$ cat config.mk
export PLATFORM = sky130hd
export DESIGN_NAME = sld_line_driver
export DESIGN_NICKNAME = d
export VERILOG_FILES = /design/src/core/sld_line_driver.v
export VERILOG_INCLUDE_DIRS = /design/src /design/src/core
export SDC_FILE = /design/constraint.sdc
export NUM_CORES = 1
export LEC_CHECK = 0
export ABC_AREA = 1
export BUFFER_PORTS_ARGS = -buffer_cell sky130_fd_sc_hd__buf_2
export CAP_MARGIN = 20
export CORE_ASPECT_RATIO = 0.75
export CORE_MARGIN = 1
export CORE_UTILIZATION = 55
export CTS_BUF_LIST = sky130_fd_sc_hd__clkbuf_8
export CTS_CLUSTER_DIAMETER = 100
export DETAILED_ROUTE_END_ITERATION = 10
export MAX_ROUTING_LAYER = met4
export PLACE_DENSITY = 0.78
export SYNTH_ARGS = -nofsm -noshare
export SYNTH_HDL_FRONTEND = slang
export SYNTH_SLANG_ARGS = --single-unit
$ cat constraint.sdc
create_clock -name clk -period 2.9 [get_ports clk]
set_clock_uncertainty 0.05 [all_clocks]
set_input_delay 0.435 -clock clk [delete_from_list [all_inputs] [get_ports clk]]
set_output_delay 0.435 -clock clk [all_outputs]
set_load 0.005 [all_outputs]
$ cat src/core/sld_line_regs.vh
`ifndef SLD_LINE_REGS_VH
`define SLD_LINE_REGS_VH

// Driver settings.
`define SLD_DRV_P2P       2'h0
`define SLD_DRV_HALF      2'h1
`define SLD_DRV_TWO_WIRE  2'h2

// Port protocol codes.
`define SLD_PROTO_OTHER   2'h0
`define SLD_PROTO_RN_MST  2'h1
`define SLD_PROTO_RN_SLV  2'h2

// Port numbers offering selectable driver settings.
`define SLD_PORT_SEL_A    2'h1
`define SLD_PORT_SEL_B    2'h2

// Options register bits set by the two-wire setting.
`define SLD_OPT_BIT_LO    7
`define SLD_OPT_BIT_HI    8

// CTS delay tick unit, in microseconds, and clock period in nanoseconds.
`define SLD_TICK_US       10000
`define SLD_CLK_NS        8

// Handshake states.
`define SLD_ST_IDLE       2'h0
`define SLD_ST_DELAY      2'h1
`define SLD_ST_WAITCTS    2'h2
`define SLD_ST_SEND       2'h3

`endif

$ cat src/core/sld_line_driver.v
// Contract
// - Selectable driver settings apply only on ports 1 and 2 in network protocol.
// - Point-to-point is default and the only setting elsewhere.
// - Point-to-point keeps transmit drivers always enabled, full duplex.
// - Half duplex keeps drivers enabled, receiver off while transmitting.
// - Two-wire: driver tri-stated at rest, enabled only by clear-to-send state.
// - Two-wire: receiver disabled whenever the driver is enabled.
// - Two-wire setting sets options register bits 7 and 8.
// - Request-to-send asserts as soon as data is queued.
// - Send starts only after CTS delay elapsed and clear-to-send present.
// - Zero CTS delay skips the delay and waits only for clear-to-send.
// - Missing clear-to-send raises no error; waiting continues indefinitely.
// - CTS delay counts in 10 millisecond units.
`timescale 1ns/1ps
`default_nettype none
`include "sld_line_regs.vh"

module sld_line_driver #(
    parameter DELAY_W  = 16,
    parameter OPT_W    = 16,
    parameter TICK_CYC = ((`SLD_TICK_US * 1000) + `SLD_CLK_NS - 1) / `SLD_CLK_NS
) (
    // Clock and reset
    input  wire               clk,
    input  wire               rst,
    // Configuration
    input  wire [1:0]         portNum,
    input  wire [1:0]         protoMode,
    input  wire [1:0]         driverSel,
    input  wire [DELAY_W-1:0] ctsDelay,
    input  wire [OPT_W-1:0]   optionsIn,
    // Transmit path from the UART
    input  wire               txPending,
    input  wire               txLastDone,
    // Line inputs
    input  wire               ctsIn,
    // Line outputs
    output reg                rtsOut,
    output reg                txDrvEn,
    output reg                rxEn,
    output reg                txGo,
    output reg  [1:0]         activeSetting,
    output reg  [OPT_W-1:0]   optionsOut
);

    localparam [31:0] TICK_LAST = TICK_CYC - 1;

    reg [1:0]         state_r;
    reg [1:0]         state_nxt;
    reg [1:0]         setting_r;
    reg [31:0]        tickCnt_r;
    reg [DELAY_W-1:0] unitCnt_r;
    reg               selAllowed;
    reg [1:0]         reqSetting;
    reg               rtsOut_nxt;
    reg               txDrvEn_nxt;
    reg               rxEn_nxt;
    reg               txGo_nxt;
    reg [OPT_W-1:0]   optionsOut_nxt;
    wire              tickDone;

    // The selectable settings exist only on the two multidrop ports in network mode.
    always @* begin
        selAllowed = ((portNum == `SLD_PORT_SEL_A) || (portNum == `SLD_PORT_SEL_B)) &&
                     ((protoMode == `SLD_PROTO_RN_MST) || (protoMode == `SLD_PROTO_RN_SLV));
        if (selAllowed && (driverSel == `SLD_DRV_HALF || driverSel == `SLD_DRV_TWO_WIRE)) begin
            reqSetting = driverSel;
        end else begin
            reqSetting = `SLD_DRV_P2P;
        end
    end

    assign tickDone     = (tickCnt_r == TICK_LAST);

    // No timeout exists in the wait for clear-to-send; a dead partner stalls the port.
    always @* begin
        state_nxt = state_r;
        case (state_r)
            `SLD_ST_IDLE: begin
                if (txPending) begin
                    if (ctsDelay == {DELAY_W{1'b0}}) begin
                        state_nxt = `SLD_ST_WAITCTS;
                    end else begin
                        state_nxt = `SLD_ST_DELAY;
                    end
                end
            end
            `SLD_ST_DELAY: begin
                if (tickDone && (unitCnt_r == ctsDelay - 1'b1)) begin
                    state_nxt = ctsIn ? `SLD_ST_SEND : `SLD_ST_WAITCTS;
                end
            end
            `SLD_ST_WAITCTS: begin
                if (ctsIn) begin
                    state_nxt = `SLD_ST_SEND;
                end
            end
            `SLD_ST_SEND: begin
                if (txLastDone) begin
                    state_nxt = `SLD_ST_IDLE;
                end
            end
            default: state_nxt = `SLD_ST_IDLE;
        endcase
    end

    always @(posedge clk) begin
        if (rst) begin
            state_r <= `SLD_ST_IDLE;
        end else begin
            state_r <= state_nxt;
        end
    end

    // A new setting is latched only between messages, so a frame never sees its line mode flip.
    always @(posedge clk) begin
        if (rst) begin
            setting_r <= `SLD_DRV_P2P;
        end else if (state_r == `SLD_ST_IDLE && !txPending) begin
            setting_r <= reqSetting;
        end
    end

    // Delay counted in whole ticks of ten milliseconds.
    always @(posedge clk) begin
        if (rst) begin
            tickCnt_r <= 32'h0;
        end else if (state_r == `SLD_ST_DELAY && !tickDone) begin
            tickCnt_r <= tickCnt_r + 32'h1;
        end else begin
            tickCnt_r <= 32'h0;
        end
    end

    always @(posedge clk) begin
        if (rst) begin
            unitCnt_r <= {DELAY_W{1'b0}};
        end else if (state_r != `SLD_ST_DELAY) begin
            unitCnt_r <= {DELAY_W{1'b0}};
        end else if (tickDone) begin
            unitCnt_r <= unitCnt_r + 1'b1;
        end
    end

    // Line controls are derived from the next state so the registered pins line up with it.
    always @* begin
        rtsOut_nxt     = (state_nxt != `SLD_ST_IDLE);
        txGo_nxt       = (state_nxt == `SLD_ST_SEND);
        optionsOut_nxt = optionsIn;
        txDrvEn_nxt    = 1'b1;
        rxEn_nxt       = 1'b1;
        case (setting_r)
            `SLD_DRV_HALF: begin
                txDrvEn_nxt = 1'b1;
                rxEn_nxt    = !(state_nxt == `SLD_ST_SEND);
            end
            `SLD_DRV_TWO_WIRE: begin
                // The driver follows the partner even between messages; it owns the pair then.
                txDrvEn_nxt = ctsIn;
                rxEn_nxt    = !ctsIn;
                optionsOut_nxt[`SLD_OPT_BIT_LO] = 1'b1;
                optionsOut_nxt[`SLD_OPT_BIT_HI] = 1'b1;
            end
            default: begin
                txDrvEn_nxt = 1'b1;
                rxEn_nxt    = 1'b1;
            end
        endcase
    end

    always @(posedge clk) begin
        if (rst) begin
            rtsOut <= 1'b0;
        end else begin
            rtsOut <= rtsOut_nxt;
        end
    end

    always @(posedge clk) begin
        if (rst) begin
            txGo <= 1'b0;
        end else begin
            txGo <= txGo_nxt;
        end
    end

    always @(posedge clk) begin
        if (rst) begin
            txDrvEn <= 1'b1;
        end else begin
            txDrvEn <= txDrvEn_nxt;
        end
    end

    always @(posedge clk) begin
        if (rst) begin
            rxEn <= 1'b1;
        end else begin
            rxEn <= rxEn_nxt;
        end
    end

    always @(posedge clk) begin
        if (rst) begin
            activeSetting <= `SLD_DRV_P2P;
        end else begin
            activeSetting <= setting_r;
        end
    end

    always @(posedge clk) begin
        if (rst) begin
            optionsOut <= {OPT_W{1'b0}};
        end else begin
            optionsOut <= optionsOut_nxt;
        end
    end

endmodule
`default_nettype wire

==> results of run 1 <==
-- power breakdown --
group / internal [mW] / switching [mW] / leakage (nW)
combinational: 0.0615 / 0.0885 / 1.29
clock: 0.406 / 0.417 / 0.105
sequential: 1.03 / 0.00519 / 0.601
total: 1.50 / 0.511 / 2.00
-- layout make-up --
type	count	area, um2	share of cell area
multi-input cells	399	2143	0.4630
flip-flops and latches	74	1481	0.3200
inverters	92	345.3	0.07459
repair buffers	66	335.3	0.07243
clock buffers	9	123.9	0.02676
well taps	98	122.6	0.02649
clock inverters	7	77.57	0.01676
-- worst register-to-register path, stage by stage (launching register included) --
cell and delay, ns:
dfxtp_1 0.36, ha_1 0.19, nand2_2 0.09, inv_2 0.08
nand3_2 0.11, nor2_2 0.19, nand3_4 0.16, nor2_4 0.14
nand3_2 0.10, nor3_4 0.25, nand2_2 0.10, nor2_2 0.15
nand3_1 0.12, nor2_1 0.13, nor3b_2 0.06
-- final timing paths --
kind / to / slack [ns] / cells past startpoint
max: unitCnt_r[15] / 0.50 / 14
min: optionsOut[10] / 0.22 / 3
max reg2reg: unitCnt_r[15] / 0.50 / 14
min reg2reg: tickCnt_r[0] / 0.41 / 1
-- cell usage after synthesis --
cell / number / area, um2
nand2_1: 118 / 442.9
nor2_1: 90 / 337.8
inv_1: 86 / 322.8
dfxtp_1: 74 / 1481
nand3_1: 36 / 180.2
nor3_1: 21 / 105.1
a21oi_1: 20 / 100.1
xor2_1: 19 / 166.4
o21ai_0: 9 / 45.04
xnor2_1: 9 / 78.83
nand4_1: 8 / 50.05
nor2_2: 8 / 50.05
nor3b_1: 8 / 60.06
clkbuf_1: 7 / 26.28
nor4_1: 7 / 43.79
inv_2: 6 / 22.52
ha_1: 5 / 62.56
nand3b_1: 5 / 37.54
nand2_2: 4 / 25.02
nand3_2: 3 / 30.03
nor2_4: 3 / 33.78
nor3_2: 3 / 30.03
nor3b_2: 3 / 37.54
or2_2: 3 / 18.77
nand4_2: 2 / 25.02
nor3_4: 2 / 32.53
or2_0: 2 / 12.51
a21oi_2: 1 / 8.760
and2_1: 1 / 6.260
buf_6: 1 / 11.26
nand3_4: 1 / 17.52
nand4_4: 1 / 21.27
nor2_8: 1 / 20.02
nor4_2: 1 / 12.51
nor4_4: 1 / 21.27
o21a_1: 1 / 7.510
o21ai_1: 1 / 5.000
or2_1: 1 / 6.260
or3_4: 1 / 11.26
-- metrics by stage --
step	hold slack [ns]	cell area, um2	worst slack (ns)	utilization	std cells
floorplan	0.3675	4008	0.8536	-	573
CTS	0.2097	4629	0.4992	0.6681	745
global placement	0.3822	4428	0.5227	0.6390	729
finish	0.2246	4629	0.4952	0.6681	745
global route	0.2113	4629	0.2488	0.6681	745
detailed placement	0.4001	4428	0.4522	0.6390	729
-- layer usage --
layer / track usage / vias to the layer above
li1: - / 1930
met1: 0.3347 / 1659
met2: 0.3945 / 101
met3: 0.06181 / 12
met4: 0.06812 / 0
met5: - / -
-- flip-flops by register name, summed over array words and instances (netlist names) --
| register | flops |
|---|---|
| activeSetting | 2 |
| optionsOut | 16 |
| rtsOut | 1 |
| rxEn | 1 |
| setting_r | 2 |
| state_r | 2 |
| tickCnt_r | 32 |
| txDrvEn | 1 |
| txGo | 1 |
| unitCnt_r | 16 |
-- cell families after synthesis --
logic type | share of synthesized area
buffers and inverters | 0.09554
XOR/XNOR | 0.06119
flip-flops | 0.3697
AND/OR/NAND/NOR | 0.4165
AO/OA/AOI/OAI | 0.04152
adder cells (fa/ha/maj) | 0.01561
==> impl_metrics.json, run 1 <==
{
  "crit_chain": "ha_1 -> nand2_2 -> inv_2 -> nand3_2 -> nor2_2 -> nand3_4 -> nor2_4 -> nand3_2 -> nor3_4 -> nand2_2 -> nor2_2 -> nand3_1 -> nor2_1 -> nor3b_2",
  "power_density_mw_per_mm2": 434.3,
  "startpoint": "tickCnt_r[0]",
  "slew_viol_final": 0,
  "status": "finished, final reports clean",
  "crit_path_max_incr_delay_ns": 0.36,
  "yosysSeqAreaShare": 0.3697,
  "wl_um": 8530,
  "drt_first_pass_iters": 5,
  "htree_num_levels": 3,
  "synth-seq-cells": 74,
  "vias": 3702,
  "clockBufferDepth": 2,
  "final_cell_mix": "nand2_1 (118), nor2_1 (90), inv_1 (86), dfxtp_1 (74), buf_2 (64)",
  "globalRoute.totalOverflow": 0,
  "finalSetupViolations": 0,
  "clk_pin_slew_ns": 0.08,
  "cp-start-kind": "register",
  "power.static_leakage_nw": 1.997,
  "cp_top_family": "simple AND/OR/NAND/NOR gates",
  "fin_total_pwr_mw": 2.010,
  "syn_nets": 621,
  "clock_sinks": 74,
  "initial_utilization": 0.5784,
  "path_class": "register to register",
  "ir_worst_vdd_mv": 0.3608,
  "grt_max_degree": 33,
  "grt_pass1_wl_um": 15250,
  "path_max_fanout": 7,
  "postCtsSetupRepairBufs": 0,
  "cp_slowest_cell": "dfxtp_1",
  "syn_area_per_cell_um2": 6.994,
  "worstMarginPinSlew_ns": 0.7006,
  "globalRouteTotalUtil": 0.2555,
  "clk_latency_ns": 0.35,
  "die_height_um": 75.93,
  "wl_met2_um": 3751,
  "avgViaCountPerCell": 4.969,
  "cap_violations": 0,
  "drtIter0Drc": 165,
  "fillCellCount": 621,
  "antenna_found_initial": 0,
  "gp_congestion": 0.8794,
  "clock.fmax_mhz": 415.8,
  "final_hold_viol_count": 0,
  "wl_per_cell_um": 11.45,
  "fin_crit_sh": 0.8292,
  "fin_nets": 690,
  "numCtsBuffers": 9,
  "ant_nets": 0,
  "final.setup.tns_ns": 0,
  "path_buf_inv": 1,
  "fin_crit_ns": 2.405,
  "die_x_um": 100.6,
  "n_antenna_cell": 0,
  "timing.rr.start": "tickCnt_r[0]",
  "portBuffers": 64,
  "std_cell_rows": 26,
  "hold_start": "optionsIn[10]",
  "syn_to_final_growth_pct": 15.52,
  "critPathArrivalTime_ns": 2.58,
  "drc": 0,
  "slew_headroom": 0.5286,
  "holdBufCountCts": 0,
  "core_mm2": 0.006929,
  "drt-met1-wl_um": 4181,
  "top_layer": "met4",
  "drive_gt1_frac": 0.1947,
  "rsz0062_at_grt": "no",
  "required_ns": 3.08,
  "cts_tree": "done",
  "routed-wl-met3_um": 501,
  "hpwl_um": 6464,
  "synth_cells": 573,
  "cts_resized": 0,
  "die_area_mm2": 0.007635,
  "yosysWarnings": 0,
  "crit_path_end_kind": "register",
  "synth_area_mm2": 0.004008,
  "netlist-cell-type-count": 39,
  "grt_pass1_vias": 3527,
  "layout_commonest_cell": "nand2_1",
  "io_pins": 65,
  "clock-root-buffer": "clkbuf_8",
  "hp-class": "input port to register"
}
Note: power is estimated with default switching activity, not from simulation.
==> run 2, diff against run 1 <==
Settings changed: ABC_AREA 1 to 0, CORE_UTILIZATION 55 to 52.
Clock period 2.9 ns to 1.9 ns, I/O delays scaled along.
==> run 2 against run 1 <==
The run now ends with negative setup slack left. Largest power group unchanged. Critical path depth fell by 5. Total power is 68% higher. Sequential cell count is the same.
==> impl_metrics.json, run 2 <==
{
  "status": "finished with violations",
  "violations": "negative setup slack",
  "core_mm2": 0.006506,
  "final_hold_viol_count": 0,
  "htree_num_levels": 3,
  "portBuffers": 64,
  "netlist-cell-type-count": 53,
  "wl_um": 15460,
  "synthFlopType": "dfxtp_1",
  "startpoint": "tickCnt_r[13]",
  "power.static_leakage_nw": 2.304,
  "rsz0062_at_grt": "yes",
  "clk_pin_slew_ns": 0.09,
  "cap_violations": 0,
  "grt_pass1_wl_um": 19110,
  "slew_headroom": 0.6181,
  "synth_area_leaders": "dfxtp_1 (41%), xor2_1 (7.8%), nor2_1 (7.1%), xnor2_1 (6.8%), nand3_1 (3.3%)",
  "path_class": "register to register",
  "clk_latency_ns": 0.38,
  "ant_nets": 0,
  "initial_utilization": 0.5533,
  "critPathArrivalTime_ns": 2.79,
  "cp-start-kind": "register",
  "clock-root-buffer": "clkbuf_8",
  "clockBufferDepth": 2,
  "synth_cells": 421,
  "place_ws_ns": -0.6292,
  "holdBufCountCts": 0,
  "fin_crit_sh": 1.349,
  "yosys.cell_count.top_type": "dfxtp_1",
  "synth_area_mm2": 0.003600,
  "worstMarginPinSlew_ns": 0.5711,
  "die_area_mm2": 0.007263,
  "finalSetupViolations": 51,
  "crit_path_end_kind": "register",
  "synth-seq-cells": 74,
  "drive_gt1_frac": 0.4704,
  "slew_viol_final": 0,
  "final.setup.tns_ns": -24.94,
  "die_height_um": 74.06,
  "globalRoute.totalOverflow": 0,
  "fin_crit_ns": 2.563,
  "antenna_found_initial": 0,
  "vias": 4324,
  "clock_sinks": 74,
  "syn_area_per_cell_um2": 8.550,
  "timing.rr.start": "tickCnt_r[13]",
  "net-switching-power_mw": 0.8949,
  "globalRouteTotalUtil": 0.3566,
  "layout_commonest_cell": "buf_4",
  "fin_nets": 634,
  "ir_worst_vdd_mv": 0.5998,
  "drt_first_pass_iters": 5,
  "n_antenna_cell": 0,
  "pwr-share-comb": 0.100,
  "hold_start": "optionsIn[11]",
  "synth_edf_count": 0,
  "worst_slack_ns": -0.6630,
  "synth_top_cell_by_area": "dfxtp_1",
  "syn_nets": 469,
  "hpwl_um": 6661,
  "sw_frac_of_total": 0.2654,
  "syn_to_final_growth_pct": 54.74,
  "reg_top3": "tickCnt_r: 32 flops, optionsOut: 16 flops, unitCnt_r: 16 flops",
  "yosysWarnings": 0,
  "intPower_mw": 2.477,
  "die_x_um": 98.07,
  "wl_per_cell_um": 23.01,
  "netlist.area_leader.share": 0.4115,
  "grt_pass1_vias": 4042,
  "path_max_fanout": 4,
  "drc": 0,
  "power_density_mw_per_mm2": 605.3,
  "clock.fmax_mhz": 390.2,
  "yosysSeqAreaShare": 0.4115,
  "numCtsBuffers": 9,
  "required_ns": 2.12,
  "avgViaCountPerCell": 6.435,
  "top_register": "tickCnt_r",
  "clockPowerShare": 0.430,
  "std_cell_rows": 25,
  "final_cell_mix": "buf_4 (90), buf_2 (64), dfxtp_1 (63), nor2_1 (42), xor2_1 (31)",
  "io_pins": 65,
  "cts_tree": "done",
  "drtIter0Drc": 611,
  "p_seq_frac": 0.470,
  "netlist_top_cells_count": "dfxtp_1 (74), nor2_1 (68), xor2_1 (32)",
  "gp_congestion": 0.9315,
  "hp-class": "input port to register",
  "grt_max_degree": 29,
  "synthArstFlopShare": 0,
  "largest_reg_flops": 32
}
run 2: routing by layer:
layer  up-vias  global-route usage  wire length (um)
met3       138             0.09305              1720
met4         0              0.2020              1057
li1       1774                   -                 -
met5         -                   -                 0
met1      2003              0.3969              5568
met2       409              0.5939              7113
run 2: layout make-up:
class,instances,area [um2]
inverters,15,58.81
clock buffers,9,123.9
well taps,81,101.3
multi-input cells,316,2466
repair buffers,170,1224
clock inverters,7,101.3
fillers,281,935.9
flip-flops and latches,74,1495
run 2: power by group through the flow:
stage	logic [mW]	clock network (mW)	registers [mW]
2_1_floorplan	0.111	0	1.62
3_3_place_gp	0.251	0	1.62
3_5_place_dp	0.261	0	1.62
4_1_cts	0.310	1.39	1.58
5_1_grt	0.355	1.51	1.59
6_report	0.337	1.45	1.58
run 2: repair_timing:
item / in CTS / in global routing
setup buffers: 9 / 12
cloned: 3 / 0
pin swaps: 36 / 18
setup endpoints to repair: 47 / 52
resized for setup: 66 / 51
run 2: cells by family (layout without fill, tap and decap cells):
| family | Yosys count | count (layout) | synth area share |
|---|---|---|---|
| buffers and inverters | 31 | 201 | 0.03267 |
| xor gates and xnor gates | 60 | 60 | 0.1460 |
| muxes | 2 | 2 | 0.005909 |
| and+or+nand+nor | 206 | 206 | 0.3052 |
| AOI/OAI and AO/OA | 43 | 43 | 0.08134 |
| adders and majority gates | 5 | 5 | 0.01738 |
| DFF | 74 | 74 | 0.4115 |
run 2: final timing paths:
path                           end  slack, ns  cells after the start
setup reg to reg     unitCnt_r[11]      -0.66                      9
setup / recovery     unitCnt_r[11]      -0.66                      9
hold reg to reg   activeSetting[0]       0.48                      2
hold / removal      optionsOut[11]       0.06                      2
run 2: worst max-delay path, cell delays in order, from the launching register on:
cell and delay [ns]:
dfxtp_1 0.34, nor4_1 0.43, nand3_2 0.18, nor4_4 0.32, buf_4 0.20, nand4_1 0.15, buf_4 0.21, nor2_4 0.19
a311oi_1 0.16, a41o_1 0.22
run 2: through the flow:
step                total power [mW]  hold slack, ns  std cells    util  cell area [um2]
finish                         3.371         0.06223        672  0.8562             5570
global route                   3.450         0.06696        672  0.8562             5570
CTS                            3.281         0.06712        664  0.8219             5348
detailed placement             1.879          0.4416        636  0.7206             4688
global placement               1.868          0.4348        636  0.7206             4688
floorplan                      1.734          0.3435        421       -             3684
==> run 3, diff against run 2 <==
Settings changed: CORE_UTILIZATION 52 to 50, PLACE_DENSITY 0.78 to 0.76, RECOVER_POWER set to 50.
==> run 3 against run 2 <==
The run ends with design-rule violations, negative setup slack left. Sequential share of layout area grew 0.11 points. Global-route usage fell by 5.2 points. Total power is 7.3% lower. Combinational power fell by 5%. Final area fell by 0.16%.
==> impl_metrics.json, run 3 (synthesis results as in run 2) <==
{
  "pwr-share-comb": 0.103,
  "worstMarginPinSlew_ns": 0.5457,
  "ir_worst_vdd_mv": 0.6021,
  "numCtsBuffers": 9,
  "rsz0062_at_grt": "yes",
  "layout_commonest_cell": "buf_4",
  "fin_nets": 634,
  "clock.fmax_mhz": 413.6,
  "path_max_fanout": 3,
  "hpwl_um": 6862,
  "reg_top3": "tickCnt_r: 32 flops, optionsOut: 16 flops, unitCnt_r: 16 flops",
  "crit_path_max_incr_delay_ns": 0.37,
  "top_register": "tickCnt_r",
  "critPathArrivalTime_ns": 2.60,
  "place_ws_ns": -0.6144,
  "crit_chain": "nor4_1 -> nand3_1 -> nor4_4 -> buf_4 -> nand4_1 -> buf_4 -> nor4_4 -> xnor2_1 -> nor2_1",
  "violations": "design-rule violations, negative setup slack",
  "final_cell_mix": "buf_4 (88), dfxtp_1 (60), buf_2 (59), nor2_1 (39), xor2_1 (31)",
  "avgViaCountPerCell": 5.879,
  "path_class": "register to register",
  "globalRoute.totalOverflow": 0,
  "path_buf_inv": 2,
  "fin_total_pwr_mw": 3.125,
  "die_area_mm2": 0.007546,
  "die_x_um": 99.98,
  "slew_headroom": 0.6351,
  "power.static_leakage_nw": 2.264,
  "fin_crit_ns": 2.418,
  "power_density_mw_per_mm2": 562.0,
  "vias": 4045,
  "core_mm2": 0.006897,
  "grt_pass1_vias": 3795,
  "cap_violations": 0,
  "finalSetupViolations": 51,
  "n_antenna_cell": 0,
  "cp_slowest_cell": "nor4_1",
  "cp_top_family": "simple AND/OR/NAND/NOR gates",
  "rrSetupSlack_ns": -0.52,
  "fin_crit_sh": 1.272,
  "p_seq_frac": 0.506,
  "initial_utilization": 0.5220,
  "syn_to_final_growth_pct": 54.50,
  "htree_num_levels": 3,
  "std_cell_rows": 26,
  "clockPowerShare": 0.391,
  "status": "finished with violations",
  "final_core_util": 0.8064,
  "drive_gt1_frac": 0.4729,
  "globalRouteTotalUtil": 0.3047,
  "clock_sinks": 74,
  "final.setup.tns_ns": -15.81,
  "antenna_found_initial": 0,
  "final_hold_viol_count": 0,
  "drtIter0Drc": 311,
  "drt_first_pass_iters": 11,
  "drc": 1,
  "ant_nets": 0,
  "slew_viol_final": 0,
  "clk_pin_slew_ns": 0.09,
  "cp-start-kind": "register",
  "grt_max_degree": 29,
  "clk_latency_ns": 0.36,
  "grt_pass1_wl_um": 17230,
  "worst_slack_ns": -0.5177,
  "fillCellCount": 377,
  "wl_per_cell_um": 18.71,
  "required_ns": 2.08,
  "crit_path_end_kind": "register",
  "sw_frac_of_total": 0.2535,
  "gp_congestion": 0.8696,
  "largest_reg_flops": 32,
  "clock-root-buffer": "clkbuf_8",
  "portBuffers": 64,
  "clockBufferDepth": 2,
  "io_pins": 65,
  "net-switching-power_mw": 0.7924,
  "wl_um": 12870,
  "die_height_um": 75.48,
  "cts_tree": "done",
  "intPower_mw": 2.333,
  "hp-class": "input port to register"
}
[run 3: path summary, 6_finish.rpt]
kind                               startpoint                to  cells past startpoint
worst min register to register   setting_r[1]  activeSetting[1]                      2
worst max-delay path            tickCnt_r[24]     unitCnt_r[15]                      9
worst max register to register  tickCnt_r[24]     unitCnt_r[15]                      9
worst min-delay path             optionsIn[8]     optionsOut[8]                      3
[run 3: tightest hold or removal path, stage by stage]
cell	delay, ns
buf_2	0.08
nor2_1	0.03
nor2_1	0.07
[run 3: through the flow]
stage               instance area, um2  instances  hold slack [ns]
detailed placement                4737        655           0.4479
CTS                               5345        685          0.07721
global placement                  4737        655           0.4395
finish                            5562        688          0.08168
floorplan                         3684        421           0.3435
global route                      5562        688          0.08805
[run 3: area by class of cell]
type	instances	area (um2)	share of cell area
inverter	15	56.30	0.01012
clock buffer	9	123.9	0.02227
multi-input combinational	316	2462	0.4427
timing repair buffer	170	1230	0.2211
sequential	74	1499	0.2695
clock inverter	6	67.56	0.01215
tap	98	122.6	0.02205
[run 3: what timing repair did]
action,CTS,global route
hold buffers,0,0
pin swaps,24,25
setup endpoints to repair,47,52
buffers inserted,12,7
resized for setup,60,56
cloned,3,0
[run 3: power by group through the flow]
stage                     Clock [mW]  Sequential [mW]  Combinational [mW]
final                           1.22             1.58               0.321
after global routing            1.28             1.58               0.344
after CTS                       1.23             1.58               0.310
after detailed placement           0             1.62               0.266
after global placement             0             1.62               0.255
after floorplan                    0             1.62               0.111
[run 3: layer usage]
layer	vias to the layer above	routed length, um	track usage
met5	-	0	-
met4	0	822	0.1353
met3	104	1226	0.07064
met2	301	6012	0.5249
met1	1863	4813	0.3465
li1	1777	-	-
